$ cat src/stepper_pkg.sv
package stepper_pkg;

  // register map, byte addresses
  localparam logic [7:0] CONTROL_OFS = 8'h00;
  localparam logic [7:0] STATUS_OFS  = 8'h04;

  // control register fields
  localparam int DECAY_LSB = 0;
  localparam int OFF_LSB   = 8;
  localparam int BLANK_LSB = 16;

  // status register fields
  localparam int ST_MODE_LSB = 0;
  localparam int ST_OC_LSB   = 2;
  localparam int ST_POS_LSB  = 4;
  localparam int ST_HIZ_LSB  = 9;

  // values after reset
  localparam logic [1:0] DECAY_RESET = 2'h2;
  localparam logic [7:0] OFF_RESET   = 8'hC8;
  localparam logic [7:0] BLANK_RESET = 8'h14;
  localparam logic [4:0] HOME_POS    = 5'h04;

  // decay encodings
  localparam logic [1:0] DECAY_SLOW  = 2'h0;
  localparam logic [1:0] DECAY_FAST  = 2'h1;
  localparam logic [1:0] DECAY_MIXED = 2'h2;

  // positions of the synchronised pin vector
  localparam int IN_W      = 14;
  localparam int I_STEP    = 0;
  localparam int I_DIR     = 1;
  localparam int I_HOME_N  = 2;
  localparam int I_BRIDGE_N = 3;
  localparam int I_SLEEP_N = 4;
  localparam int I_MS_LSB  = 5;
  localparam int I_TRIP_LSB = 7;
  localparam int I_HOT     = 9;
  localparam int I_MLOW    = 10;
  localparam int I_LLOW    = 11;
  localparam int I_OC_LSB  = 12;

  // timing
  localparam int CLK_HZ         = 20_000_000;
  localparam int OC_HOLD_US     = 800;
  localparam int OC_HOLD_CYCLES = OC_HOLD_US * (CLK_HZ / 1_000_000);

  typedef enum logic [1:0] {M_LOCKOUT, M_SLEEP, M_HOT, M_ACTIVE} mode_t;

endpackage

$ cat src/chop_if.sv
`timescale 1ns/1ps
interface chop_if (
  input wire logic pclk,
  input wire logic presetn
);
  logic       en;
  logic       trip;
  logic [1:0] decay_sel;
  logic [7:0] blank_cycles;
  logic [7:0] off_cycles;
  logic       drive;
  logic       decay_fast;
  logic       decay_slow;

  modport ctrl (
    output en, trip, decay_sel, blank_cycles, off_cycles,
    input  drive, decay_fast, decay_slow
  );
  modport chop (
    input  pclk, presetn, en, trip, decay_sel, blank_cycles, off_cycles,
    output drive, decay_fast, decay_slow
  );
endinterface

$ cat src/stepper_control.sv
// Contract
// - overtemperature: outputs off, indexer to home
// - cooled die resumes on its own
// - any supply low: disable all, home (code leaves clocks_run on in lockout)
// - leave lockout only with both supplies good
// - home reset low: home, bridges off
// - step edges ignored during home reset
// - bridge pin low enables both bridges
// - bridge pin high: bridges off, outputs hi-Z
// - indexer still steps with bridges off
// - low power: bridges, pump, clocks off
// - low power ignores all other inputs but supply low
// - slow, fast or mixed decay selectable
// - drive until trip, then fixed decay
// - after off period, drive again, repeat
// - trip ignored during blanking at drive start
// - full scale sets largest step threshold
// - microstep pins pick steps per full step
// - overcurrent holds bridge off ~800 us (code ends the hold early on a bridge pin toggle)
// - overcurrent returns indexer home
`timescale 1ns/1ps
module stepper_control
  import stepper_pkg::*;
#(
  parameter int OC_CYCLES = OC_HOLD_CYCLES
) (
  // clock and reset
  input  wire logic       pclk,
  input  wire logic       presetn,
  // apb slave
  input  wire logic       psel,
  input  wire logic       penable,
  input  wire logic       pwrite,
  input  wire logic [7:0] paddr,
  input  wire logic [31:0] pwdata,
  output logic      [31:0] prdata,
  output logic            pready,
  output logic            pslverr,
  // controller pins
  input  wire logic       step_pin,
  input  wire logic       direction_pin,
  input  wire logic       home_reset_pin_n,
  input  wire logic       bridge_on_pin_n,
  input  wire logic       low_power_pin_n,
  input  wire logic [1:0] microstep_select_pins,
  // analog flags
  input  wire logic [1:0] chop_trip,
  input  wire logic       overtemp_flag,
  input  wire logic       motor_supply_low,
  input  wire logic       logic_supply_low,
  input  wire logic [1:0] overcurrent_flag,
  // power stage
  output logic [1:0]      bridge_en,
  output logic [1:0]      motor_hiz,
  output logic [1:0]      drive,
  output logic [1:0]      decay_fast,
  output logic [1:0]      decay_slow,
  output logic [1:0]      phase_pos,
  output logic [6:0]      level_a,
  output logic [6:0]      level_b,
  output logic            charge_pump_on,
  output logic            clocks_run
);
  logic [IN_W-1:0] s;
  mode_t      mode;
  mode_t      next_mode;
  logic [4:0] position;
  logic [4:0] next_position;
  logic       prev_step;
  logic       step_edge;
  logic [1:0] oc_hold;
  logic [1:0] oc_event;
  logic [1:0] oc_seen_off;
  logic [15:0] oc_cnt [2];
  logic [1:0] decay_sel;
  logic [7:0] off_cycles;
  logic [7:0] blank_cycles;
  logic       supply_low;
  logic [1:0] next_bridge;

  // cosine of k * 11.25 degrees in percent of full scale
  function automatic logic [6:0] step_level(input logic [3:0] k);
    case (k)
      4'h0:    step_level = 7'h64;
      4'h1:    step_level = 7'h62;
      4'h2:    step_level = 7'h5C;
      4'h3:    step_level = 7'h53;
      4'h4:    step_level = 7'h47;
      4'h5:    step_level = 7'h38;
      4'h6:    step_level = 7'h26;
      4'h7:    step_level = 7'h14;
      default: step_level = 7'h00;
    endcase
  endfunction

  // distance of a position from the nearest cosine peak, 0..8
  function automatic logic [3:0] fold(input logic [4:0] p);
    fold = (p[3:0] <= 4'h8) ? p[3:0] : 4'h0 - p[3:0];
  endfunction

  pin_sync #(.W(IN_W)) u_sync (
    .pclk    (pclk),
    .presetn (presetn),
    .raw     ({overcurrent_flag, logic_supply_low, motor_supply_low, overtemp_flag,
                chop_trip, microstep_select_pins, low_power_pin_n, bridge_on_pin_n,
                home_reset_pin_n, direction_pin, step_pin}),
    .synced  (s)
  );

  assign supply_low = s[I_MLOW] || s[I_LLOW];
  assign step_edge  = s[I_STEP] && !prev_step;

  always_comb begin
    if (supply_low) begin
      next_mode = M_LOCKOUT;
    end else if (!s[I_SLEEP_N]) begin
      next_mode = M_SLEEP;
    end else if (s[I_HOT]) begin
      next_mode = M_HOT;
    end else begin
      next_mode = M_ACTIVE;
    end
  end

  always_ff @(posedge pclk or negedge presetn) begin
    if (!presetn) begin
      mode <= M_LOCKOUT;
    end else begin
      mode <= next_mode;
    end
  end

  // edge tracker runs in sleep too, so waking makes no false step
  always_ff @(posedge pclk or negedge presetn) begin
    if (!presetn) begin
      prev_step <= 1'b0;
    end else begin
      prev_step <= s[I_STEP];
    end
  end

  always_comb begin
    next_position = position;
    case (mode)
      M_LOCKOUT: next_position = HOME_POS;
      M_HOT:     next_position = HOME_POS;
      M_SLEEP:   next_position = position;
      M_ACTIVE: begin
        if (!s[I_HOME_N] || oc_event != 2'b00) begin
          next_position = HOME_POS;
        end else if (step_edge) begin
          case (s[I_MS_LSB +: 2])
            2'h0:    next_position = s[I_DIR] ? position + 5'h08 : position - 5'h08;
            2'h1:    next_position = s[I_DIR] ? position + 5'h04 : position - 5'h04;
            2'h2:    next_position = s[I_DIR] ? position + 5'h02 : position - 5'h02;
            default: next_position = s[I_DIR] ? position + 5'h01 : position - 5'h01;
          endcase
        end
      end
      default: next_position = HOME_POS;
    endcase
  end

  always_ff @(posedge pclk or negedge presetn) begin
    if (!presetn) begin
      position <= HOME_POS;
    end else begin
      position <= next_position;
    end
  end

  // winding currents from the step table
  always_ff @(posedge pclk or negedge presetn) begin
    if (!presetn) begin
      level_a   <= 7'h00;
      level_b   <= 7'h00;
      phase_pos <= 2'b00;
    end else begin
      level_a   <= step_level(fold(position));
      level_b   <= step_level(4'h8 - fold(position));
      phase_pos <= {position < 5'h10, position < 5'h08 || position >= 5'h18};
    end
  end

  // overcurrent hold per bridge; a new trip is only seen while not held
  genvar i;
  generate
    for (i = 0; i < 2; i++) begin : g_oc
      assign oc_event[i] = mode == M_ACTIVE && bridge_en[i] && s[I_OC_LSB + i]
                           && !oc_hold[i];
      always_ff @(posedge pclk or negedge presetn) begin
        if (!presetn) begin
          oc_hold[i]     <= 1'b0;
          oc_seen_off[i] <= 1'b0;
          oc_cnt[i]      <= 16'h0000;
        end else if (oc_event[i]) begin
          oc_hold[i]     <= 1'b1;
          oc_seen_off[i] <= 1'b0;
          oc_cnt[i]      <= 16'(OC_CYCLES - 1);
        end else if (oc_hold[i]) begin
          if (oc_cnt[i] == 16'h0000 || (oc_seen_off[i] && !s[I_BRIDGE_N])) begin
            oc_hold[i] <= 1'b0;
          end else begin
            oc_cnt[i] <= oc_cnt[i] - 16'h0001;
          end
          if (s[I_BRIDGE_N]) begin
            oc_seen_off[i] <= 1'b1;
          end
        end
      end
    end
  endgenerate

  always_comb begin
    for (int k = 0; k < 2; k++) begin
      next_bridge[k] = mode == M_ACTIVE && s[I_HOME_N] && !s[I_BRIDGE_N]
                       && !oc_hold[k] && !oc_event[k];
    end
  end

  always_ff @(posedge pclk or negedge presetn) begin
    if (!presetn) begin
      bridge_en      <= 2'b00;
      motor_hiz      <= 2'b11;
      charge_pump_on <= 1'b0;
      clocks_run     <= 1'b0;
    end else begin
      bridge_en      <= next_bridge;
      motor_hiz      <= ~next_bridge;
      charge_pump_on <= next_mode != M_SLEEP && next_mode != M_LOCKOUT;
      clocks_run     <= next_mode != M_SLEEP;
    end
  end

  chop_if cif[2] (.pclk(pclk), .presetn(presetn));
  generate
    for (i = 0; i < 2; i++) begin : g_chop
      assign cif[i].en           = bridge_en[i];
      assign cif[i].trip         = s[I_TRIP_LSB + i];
      assign cif[i].decay_sel    = decay_sel;
      assign cif[i].blank_cycles = blank_cycles;
      assign cif[i].off_cycles   = off_cycles;
      assign drive[i]            = cif[i].drive;
      assign decay_fast[i]       = cif[i].decay_fast;
      assign decay_slow[i]       = cif[i].decay_slow;
      chopper u_chop (.bus(cif[i].chop));
    end
  endgenerate

  // apb: one wait state, write lands at the edge pready is seen
  always_ff @(posedge pclk or negedge presetn) begin
    if (!presetn) begin
      pready  <= 1'b0;
      pslverr <= 1'b0;
      prdata  <= 32'h0000_0000;
    end else if (psel && penable && !pready) begin
      pready  <= 1'b1;
      pslverr <= paddr != CONTROL_OFS && paddr != STATUS_OFS;
      prdata  <= 32'h0000_0000;
      if (!pwrite && paddr == CONTROL_OFS) begin
        prdata[DECAY_LSB +: 2] <= decay_sel;
        prdata[OFF_LSB +: 8]   <= off_cycles;
        prdata[BLANK_LSB +: 8] <= blank_cycles;
      end else if (!pwrite && paddr == STATUS_OFS) begin
        prdata[ST_MODE_LSB +: 2] <= mode;
        prdata[ST_OC_LSB +: 2]   <= oc_hold;
        prdata[ST_POS_LSB +: 5]  <= position;
        prdata[ST_HIZ_LSB]       <= motor_hiz == 2'b11;
      end
    end else begin
      pready  <= 1'b0;
      pslverr <= 1'b0;
    end
  end

  always_ff @(posedge pclk or negedge presetn) begin
    if (!presetn) begin
      decay_sel    <= DECAY_RESET;
      off_cycles   <= OFF_RESET;
      blank_cycles <= BLANK_RESET;
    end else if (psel && penable && pready && pwrite && paddr == CONTROL_OFS) begin
      decay_sel    <= pwdata[DECAY_LSB +: 2];
      off_cycles   <= pwdata[OFF_LSB +: 8];
      blank_cycles <= pwdata[BLANK_LSB +: 8];
    end
  end
endmodule

$ cat src/pin_sync.sv
`timescale 1ns/1ps
module pin_sync #(
  parameter int W = 4
) (
  // clock and reset
  input  wire logic         pclk,
  input  wire logic         presetn,
  // pins in, synchronised out
  input  wire logic [W-1:0] raw,
  output logic      [W-1:0] synced
);
  logic [W-1:0] meta;

  always_ff @(posedge pclk or negedge presetn) begin
    if (!presetn) begin
      meta   <= '0;
      synced <= '0;
    end else begin
      meta   <= raw;
      synced <= meta;
    end
  end
endmodule

$ cat src/chopper.sv
`timescale 1ns/1ps
module chopper
  import stepper_pkg::*;
(
  chop_if.chop bus
);
  typedef enum logic [1:0] {C_OFF, C_BLANK, C_SENSE, C_DECAY} chop_t;

  chop_t      state;
  logic [7:0] cnt;
  logic [7:0] half_off;

  assign half_off = {1'b0, bus.off_cycles[7:1]};

  always_ff @(posedge bus.pclk or negedge bus.presetn) begin
    if (!bus.presetn) begin
      state <= C_OFF;
      cnt   <= 8'h00;
    end else if (!bus.en) begin
      state <= C_OFF;
      cnt   <= 8'h00;
    end else begin
      case (state)
        C_OFF: begin
          state <= C_BLANK;
          cnt   <= bus.blank_cycles;
        end
        C_BLANK: begin
          // trip ignored here; overshoot is accepted
          if (cnt == 8'h00) begin
            state <= C_SENSE;
          end else begin
            cnt <= cnt - 8'h01;
          end
        end
        C_SENSE: begin
          if (bus.trip) begin
            state <= C_DECAY;
            cnt   <= bus.off_cycles;
          end
        end
        C_DECAY: begin
          if (cnt == 8'h00) begin
            state <= C_BLANK;
            cnt   <= bus.blank_cycles;
          end else begin
            cnt <= cnt - 8'h01;
          end
        end
        default: begin
          state <= C_OFF;
          cnt   <= 8'h00;
        end
      endcase
    end
  end

  // decay flavour of the off period
  always_ff @(posedge bus.pclk or negedge bus.presetn) begin
    if (!bus.presetn) begin
      bus.drive      <= 1'b0;
      bus.decay_fast <= 1'b0;
      bus.decay_slow <= 1'b0;
    end else begin
      bus.drive <= bus.en && (state == C_BLANK || state == C_SENSE);
      bus.decay_fast <= bus.en && state == C_DECAY &&
                        (bus.decay_sel == DECAY_FAST ||
                         (bus.decay_sel == DECAY_MIXED && cnt > half_off));
      bus.decay_slow <= bus.en && state == C_DECAY &&
                        (bus.decay_sel == DECAY_SLOW ||
                         (bus.decay_sel == DECAY_MIXED && cnt <= half_off));
    end
  end
endmodule

$ cat config.mk
export PLATFORM = sky130hd
export DESIGN_NAME = stepper_control
export DESIGN_NICKNAME = d
export VERILOG_FILES = /design/src/stepper_pkg.sv /design/src/chop_if.sv /design/src/stepper_control.sv /design/src/pin_sync.sv /design/src/chopper.sv
export SDC_FILE = /design/constraint.sdc
export NUM_CORES = 1
export LEC_CHECK = 0
export BUFFER_PORTS_ARGS = -buffer_cell sky130_fd_sc_hd__buf_4
export CAP_MARGIN = 40
export CORE_ASPECT_RATIO = 0.7
export CORE_MARGIN = 4
export CORE_UTILIZATION = 55
export DETAILED_ROUTE_END_ITERATION = 6
export PLACE_DENSITY = 0.83
export SLEW_MARGIN = 15
export SYNTH_ARGS = -nofsm -noshare
export SYNTH_HDL_FRONTEND = slang
export SYNTH_SLANG_ARGS = --single-unit
$ cat constraint.sdc
create_clock -name pclk -period 7.4 [get_ports pclk]
set_clock_uncertainty 0.15 [all_clocks]
set_input_delay 1.48 -clock pclk [delete_from_list [all_inputs] [get_ports pclk]]
set_output_delay 1.48 -clock pclk [all_outputs]
set_load 0.05 [all_outputs]
==> impl_metrics.ini, run 1 <==
[synth]
synth-simple-area-share_pct = 18.7
synth_cells = 805
synth-seq-cells = 163
postSynth.asyncResetShare_pct = 100
ys_seq_area_share_pct = 49.2
synth_top_family_by_area = simple AND/OR/NAND/NOR gates
synth_fa_ha_area_share_pct = 6.89
synth.avg_cell_area_um2 = 10.3
ys.flop_type = dfrtp_1
synth_compound_area_share_pct = 15.2
synthXorXnorAreaFrac_pct = 2.72
synth-edff-count = 0
synth_area_mm2 = 0.00831
yosysUniqueCellTypes = 79
muxShareOfSynthArea_pct = 2.59
yosysWarnings = 0

[critical_path]
required_ns = 7.59
cp_cell_sequence = buf_4 -> nor4_1 -> nand2_1 -> nor3_2 -> buf_4 -> a32oi_1 -> o21ai_0
slowest_delay_ns = 0.60
cp_common_cell = buf_4
cp_max_fo = 10
slowest_stage = nor3_2
arrival_ns = 3.41
worstSetupPathType = in -> reg
critPathCaptureType = flip-flop
cp-start-kind = primary input
cpLargestDelayFamily = simple AND/OR/NAND/NOR gates
crit_buf_inv = 2

[sta]
finalHoldViolations = 0
rsz0062_at_grt = false
fin_crit_sh_pct = 43.6
timing.final.ws_setup_ns = 4.18
clock.fmax_mhz = 310
slew_viol_final = 0
setup_viol = 0
tightest_slew_ns = 0.873
period_minus_slack_ns = 3.22
relSlewSlack_pct = 41.7
fin_tns_setup_ns = 0

[routing]
viasPerCell = 6.01
vias = 6634
ant_nets = 0
drcViolationCount = 0
drt-total-wl_um = 20800
drt_pass1_iterations = 5
dr.first_iter.drc_count = 665
wl_per_cell_um = 18.9

[global_routing]
grt_pass1_wl_um = 34300
first_global_vias = 6528
grt_util_all_layers_pct = 24.7
antenna_found_initial = 0
overflow = 0
grt_max_degree = 68

[pwr]
powerDensity_mw_per_mm2 = 191
p_leak_nw = 4.66
max-vdd-ir-drop_uv = 156
p_int_w = 0.00141
power.share.combinational_pct = 5.3
p_clk_share_pct = 45.7
netSwitchingFraction_pct = 24.3
p_seq_share_pct = 49.0
switching_power_w = 0.000454

[die]
ios = 121
die_w_um = 155
dieHeight_um = 111
start_util_pct = 56.3
placeableCoreArea_mm2 = 0.0148
fp-row-count = 37
dieArea_mm2 = 0.0172

[cells_and_area]
final_common_cell = dfrtp_1
synthToLayoutAreaGrowth_pct = 17.4
drive_above_1_share_pct = 20.8
layout.nets = 999
layout_common_cells = dfrtp_1, buf_4, nand2_1, nor2_1, ha_1
multi_input_area_mm2 = 0.00387
final_area_mm2 = 0.00976
fill_cells = 1188
final_util_pct = 66.1
diodes = 0
seqCellArea_mm2 = 0.00409

[worst_hold_path]
hp-class = reg -> reg

[clock_network]
clk_latency_ns = 0.43
cts_resized = 0
cts_buffers = 17
clockBufferDepth = 2
cts-root-buf = clkbuf_16
tritoncts = yes
cts_setup_buffers = 0
hold_buffers = 0
htree_levels = 4
clk_pin_slew_ns = 0.06
clock_sinks = 163

[placed_design]
numPortBuffers = 98
postPlaceCellArea_mm2 = 0.00917
gp_congestion = 0.948
place_ws_ns = 3.74
hpwl_um = 14900

[outcome]
run_status = completed

[job]
max_cap_viol_count = 0
-- flip-flops by register name, indices dropped and copies added, names as in the netlist, 4 cells and up --
signal               count
cif.off_cycles           8
g_chop.u_chop.state      4
blank_cycles             8
position                 5
u_sync.synced           14
oc_cnt                  32
g_chop.u_chop.cnt       16
level_b                  7
level_a                  7
u_sync.meta             14
prdata                  24
-- power groups by stage --
stage | combinational, W | clock [W] | sequential (W)
after floorplan | 0.0000445 | 0 | 0.000935
after global placement | 0.0000945 | 0 | 0.000931
after detailed placement | 0.0000986 | 0 | 0.000932
after CTS | 0.0000991 | 0.000868 | 0.000915
after global routing | 0.000109 | 0.000904 | 0.000917
final | 0.0000997 | 0.000854 | 0.000915
-- synthesized netlist by cell type (13+ instances only) --
| cell type | instances | area [um2] |
|---|---|---|
| nand3_1 | 34 | 170 |
| xnor2_1 | 18 | 158 |
| clkbuf_1 | 21 | 78.8 |
| inv_1 | 40 | 150 |
| dfrtp_1 | 154 | 3850 |
| a21oi_1 | 38 | 190 |
| nand2_1 | 91 | 342 |
| ha_1 | 41 | 513 |
| o21ai_0 | 34 | 170 |
| a211oi_1 | 16 | 120 |
| nor3_1 | 21 | 105 |
| nor2_1 | 48 | 180 |
| a31oi_1 | 13 | 81.3 |
| buf_4 | 17 | 128 |
-- worst paths after layout --
| kind | start | endpoint | slack [ns] | depth (start not counted) |
|---|---|---|---|---|
| max in group asynchronous | presetn | blank_cycles[2] | 5.21 | 3 |
| worst max-delay path | paddr[5] | prdata[9] | 4.18 | 7 |
| worst min-delay path | u_sync.meta[13] | u_sync.synced[13] | 0.20 | 0 |
| worst min register to register | u_sync.meta[13] | u_sync.synced[13] | 0.20 | 0 |
| worst max register to register | position[0] | level_b[3] | 4.27 | 8 |
| min in group asynchronous | presetn | g_chop[0].u_chop.cnt[6] | 0.83 | 1 |
-- metrics by stage --
step                hold slack [ns]  total power [W]  cells
floorplan                     0.181         0.000980    812
global placement              0.183          0.00103   1068
detailed placement            0.185          0.00103   1071
CTS                           0.199          0.00188   1103
global route                  0.203          0.00193   1104
finish                        0.197          0.00187   1104
-- area by class of cell --
type	instances	area share, %
sequential	163	41.9
multi-input combinational	567	39.7
timing repair buffer	106	8.52
clock buffer	18	4.50
tap	195	2.50
inverter	41	1.58
clock inverter	14	1.33
-- per-layer routing --
layer | part of all wire (%) | GRT usage (%)
met3 | 9.4 | 6.36
met5 | 0 | 0
met4 | 2.0 | 8.71
met2 | 43 | 35.0
met1 | 45 | 36.9
-- logic make-up (layout without fill, tap and decap cells) --
kind of cell    count (synthesis)  count (layout)
compound gates                183             183
buf+inv                        82             179
simple gates                  287             287
other cells                     1               8
mux                            20              20
fa+ha+maj                      44              44
xor+xnor                       25              25
flops                         163             163
Note: power is estimated with default switching activity, not from simulation.
==> run 2: changes to the inputs <==
--- a/config.mk
+++ b/config.mk
@@ -5,13 +5,14 @@
 export SDC_FILE = /design/constraint.sdc
 export NUM_CORES = 1
 export LEC_CHECK = 0
+export ABC_AREA = 1
 export BUFFER_PORTS_ARGS = -buffer_cell sky130_fd_sc_hd__buf_4
 export CAP_MARGIN = 40
 export CORE_ASPECT_RATIO = 0.7
 export CORE_MARGIN = 4
-export CORE_UTILIZATION = 55
+export CORE_UTILIZATION = 52
 export DETAILED_ROUTE_END_ITERATION = 6
-export PLACE_DENSITY = 0.83
+export PLACE_DENSITY = 0.82
 export SLEW_MARGIN = 15
 export SYNTH_ARGS = -nofsm -noshare
 export SYNTH_HDL_FRONTEND = slang
==> constraint.sdc (replaced) <==
create_clock -name pclk -period 2.85 [get_ports pclk]
set_clock_uncertainty 0.15 [all_clocks]
set_input_delay 0.57 -clock pclk [delete_from_list [all_inputs] [get_ports pclk]]
set_output_delay 0.57 -clock pclk [all_outputs]
set_load 0.05 [all_outputs]
==> run 2 against run 1 <==
Net effect:
- synthesized cell count is 32% higher
- non-clock buffer count up 4
- synthesized area is 4.8% higher
- via count increased by 14%
- worst setup slack lost 3.8 ns
- cell count up 27%
- sequential power grew to 2.6 times the previous value
- critical endpoint is now level_b[3]
- core utilization shrank 3.0 points
- count of clock-buffer cells in the layout stayed put
- total power rose to 2.9 times the previous value
- clock power rose to 3.0 times the previous value
==> impl_metrics.ini, run 2 <==
[critical_path]
worstSetupPathType = reg -> reg
cp_max_fo = 8
arrival_ns = 2.66
r2r_start = position[1]
critPathCaptureType = flip-flop
cp-start-kind = flip-flop
crit_buf_inv = 2
required_ns = 3.06
slowest_stage = dfrtp_1
cp_cell_sequence = inv_1 -> ha_1 -> a21oi_4 -> o21ai_1 -> o21ai_2 -> inv_4 -> ha_1 -> nand2_1 -> o21a_1 -> nor2_1
cp_common_cell = ha_1
crit_start = position[1]
slowest_delay_ns = 0.52
cpLargestDelayFamily = adder cells

[synth]
synth-simple-area-share_pct = 24.2
synth_top_family_by_area = simple AND/OR/NAND/NOR gates
synth_fa_ha_area_share_pct = 6.58
synth-edff-count = 0
postSynth.asyncResetShare_pct = 100
ys_top_cells_by_area = dfrtp_1, nand2_1, ha_1
synth_compound_area_share_pct = 11.8
synth_area_mm2 = 0.00871
yosysMostFrequentCell = nand2_1
yosysWarnings = 0
yosysUniqueCellTypes = 50
muxShareOfSynthArea_pct = 0.258
synth_top_area_share_pct = 44.2
yosys-top-cells-count = nand2_1, dfrtp_1, nor2_1, inv_1, nand3_1
ys_seq_area_share_pct = 46.9
yosysTopAreaCell = dfrtp_1
synth-seq-cells = 163
synthXorXnorAreaFrac_pct = 2.11
synth_cells = 1062
synth.avg_cell_area_um2 = 8.21
ys.flop_type = dfrtp_1

[sta]
tightest_slew_ns = 0.777
fin_crit_sh_pct = 86.3
rsz0062_at_grt = false
relSlewSlack_pct = 48.0
holdWs_ns = 0.0862
finalHoldViolations = 0
clock.fmax_mhz = 407
setup_viol = 0
fin_tns_setup_ns = 0
slew_viol_final = 0
period_minus_slack_ns = 2.46

[cells_and_area]
top_register = oc_cnt
top_regs = oc_cnt: 32 flops, prdata: 24 flops, g_chop.u_chop.cnt: 16 flops
drive_above_1_share_pct = 15.8
layout.nets = 1268
fill_cells = 1403
layout_common_cells = nand2_1, dfrtp_1, nor2_1, inv_1, buf_4
final_common_cell = nand2_1
synthToLayoutAreaGrowth_pct = 18.7
largest_register_ffs = 32
diodes = 0
final_util_pct = 63.1

[global_routing]
grt_max_degree = 59
grt_pass1_wl_um = 35800
grt_util_all_layers_pct = 24.2
first_global_vias = 7234
overflow = 0
antenna_found_initial = 0

[routing]
wl_per_cell_um = 15.9
drt-total-wl_um = 22300
vias = 7547
ant_nets = 0
drcViolationCount = 0
viasPerCell = 5.38
drt_pass1_iterations = 5
dr.first_iter.drc_count = 769

[die]
dieArea_mm2 = 0.0189
placeableCoreArea_mm2 = 0.0164
die_w_um = 163
fp-row-count = 39
start_util_pct = 53.2
ios = 121
dieHeight_um = 116

[job]
max_cap_viol_count = 0

[clock_network]
clockBufferDepth = 2
tritoncts = yes
clk_pin_slew_ns = 0.07
clock_sinks = 163
htree_levels = 4
cts-root-buf = clkbuf_16
cts_buffers = 17
cts_setup_buffers = 0
clk_latency_ns = 0.43

[pwr]
p_leak_nw = 5.41
powerDensity_mw_per_mm2 = 522
p_int_w = 0.00407
max-vdd-ir-drop_uv = 372
netSwitchingFraction_pct = 24.6
power.share.combinational_pct = 8.0
switching_power_w = 0.00133
p_seq_share_pct = 44.4
p_clk_share_pct = 47.6

[outcome]
run_status = completed

[placed_design]
gp_congestion = 1.01
numPortBuffers = 98
hpwl_um = 16100

[worst_hold_path]
hp-class = in -> reg
hold_start = microstep_select_pins[0]
==> run 2: cell type report <==
class                      count  area, um2  area share [%]
multi-input combinational    744       3950            38.2
timing repair buffer         110        870            8.41
sequential                   163       4090            39.6
inverter                     129        499            4.83
tap                          225        282            2.72
clock inverter                14        223            2.15
clock buffer                  18        429            4.15
==> run 2: power groups by stage <==
| stage | clock [W] | combinational (W) | sequential (W) |
|---|---|---|---|
| floorplan | 0 | 0.000166 | 0.00252 |
| global placement | 0 | 0.000424 | 0.00244 |
| detailed placement | 0 | 0.000430 | 0.00244 |
| CTS | 0.00260 | 0.000434 | 0.00240 |
| global route | 0.00271 | 0.000473 | 0.00240 |
| finish | 0.00257 | 0.000432 | 0.00240 |
==> run 2: logic make-up (layout without fill, tap and decap cells) <==
kind of cell / Yosys count / after routing
and+or+nand+nor: 492 / 492
AOI/OAI and AO/OA: 177 / 177
DFF: 163 / 163
buffers and inverters: 162 / 271
adders and majority gates: 44 / 44
xor gates and xnor gates: 21 / 21
muxes: 2 / 2
other: 1 / 8
==> run 2: repair_timing <==
item / in CTS / in global routing
gates resized for setup: 0 / 0
endpoints found under the hold margin: 49 / 0
hold buffers: 1 / 0
==> run 2: routing by layer <==
metal	up-vias	track usage [%]	wire length, um
met3	49	6.70	1930
met1	3526	33.3	9890
li1	3644	-	-
met2	328	37.1	9870
met4	0	8.66	573
met5	-	0	0
==> run 2: worst paths after layout <==
path / end / slack [ns] / depth (start not counted)
setup / recovery: level_b[3] / 0.39 / 10
hold / removal: u_sync.meta[5] / 0.09 / 1
setup reg to reg: level_b[3] / 0.39 / 10
hold reg to reg: u_sync.synced[11] / 0.20 / 0
max in group asynchronous: motor_hiz[0] / 1.32 / 3
min in group asynchronous: prdata[15] / 0.52 / 2
==> run 2: per-stage QoR <==
stage	power (W)	instance area, um2	cells	setup slack (ns)
floorplan	0.00269	8740	1069	0.547
global placement	0.00286	9680	1370	0.491
detailed placement	0.00287	9680	1370	0.440
CTS	0.00543	10300	1403	0.401
global route	0.00559	10300	1403	0.173
finish	0.00540	10300	1403	0.392
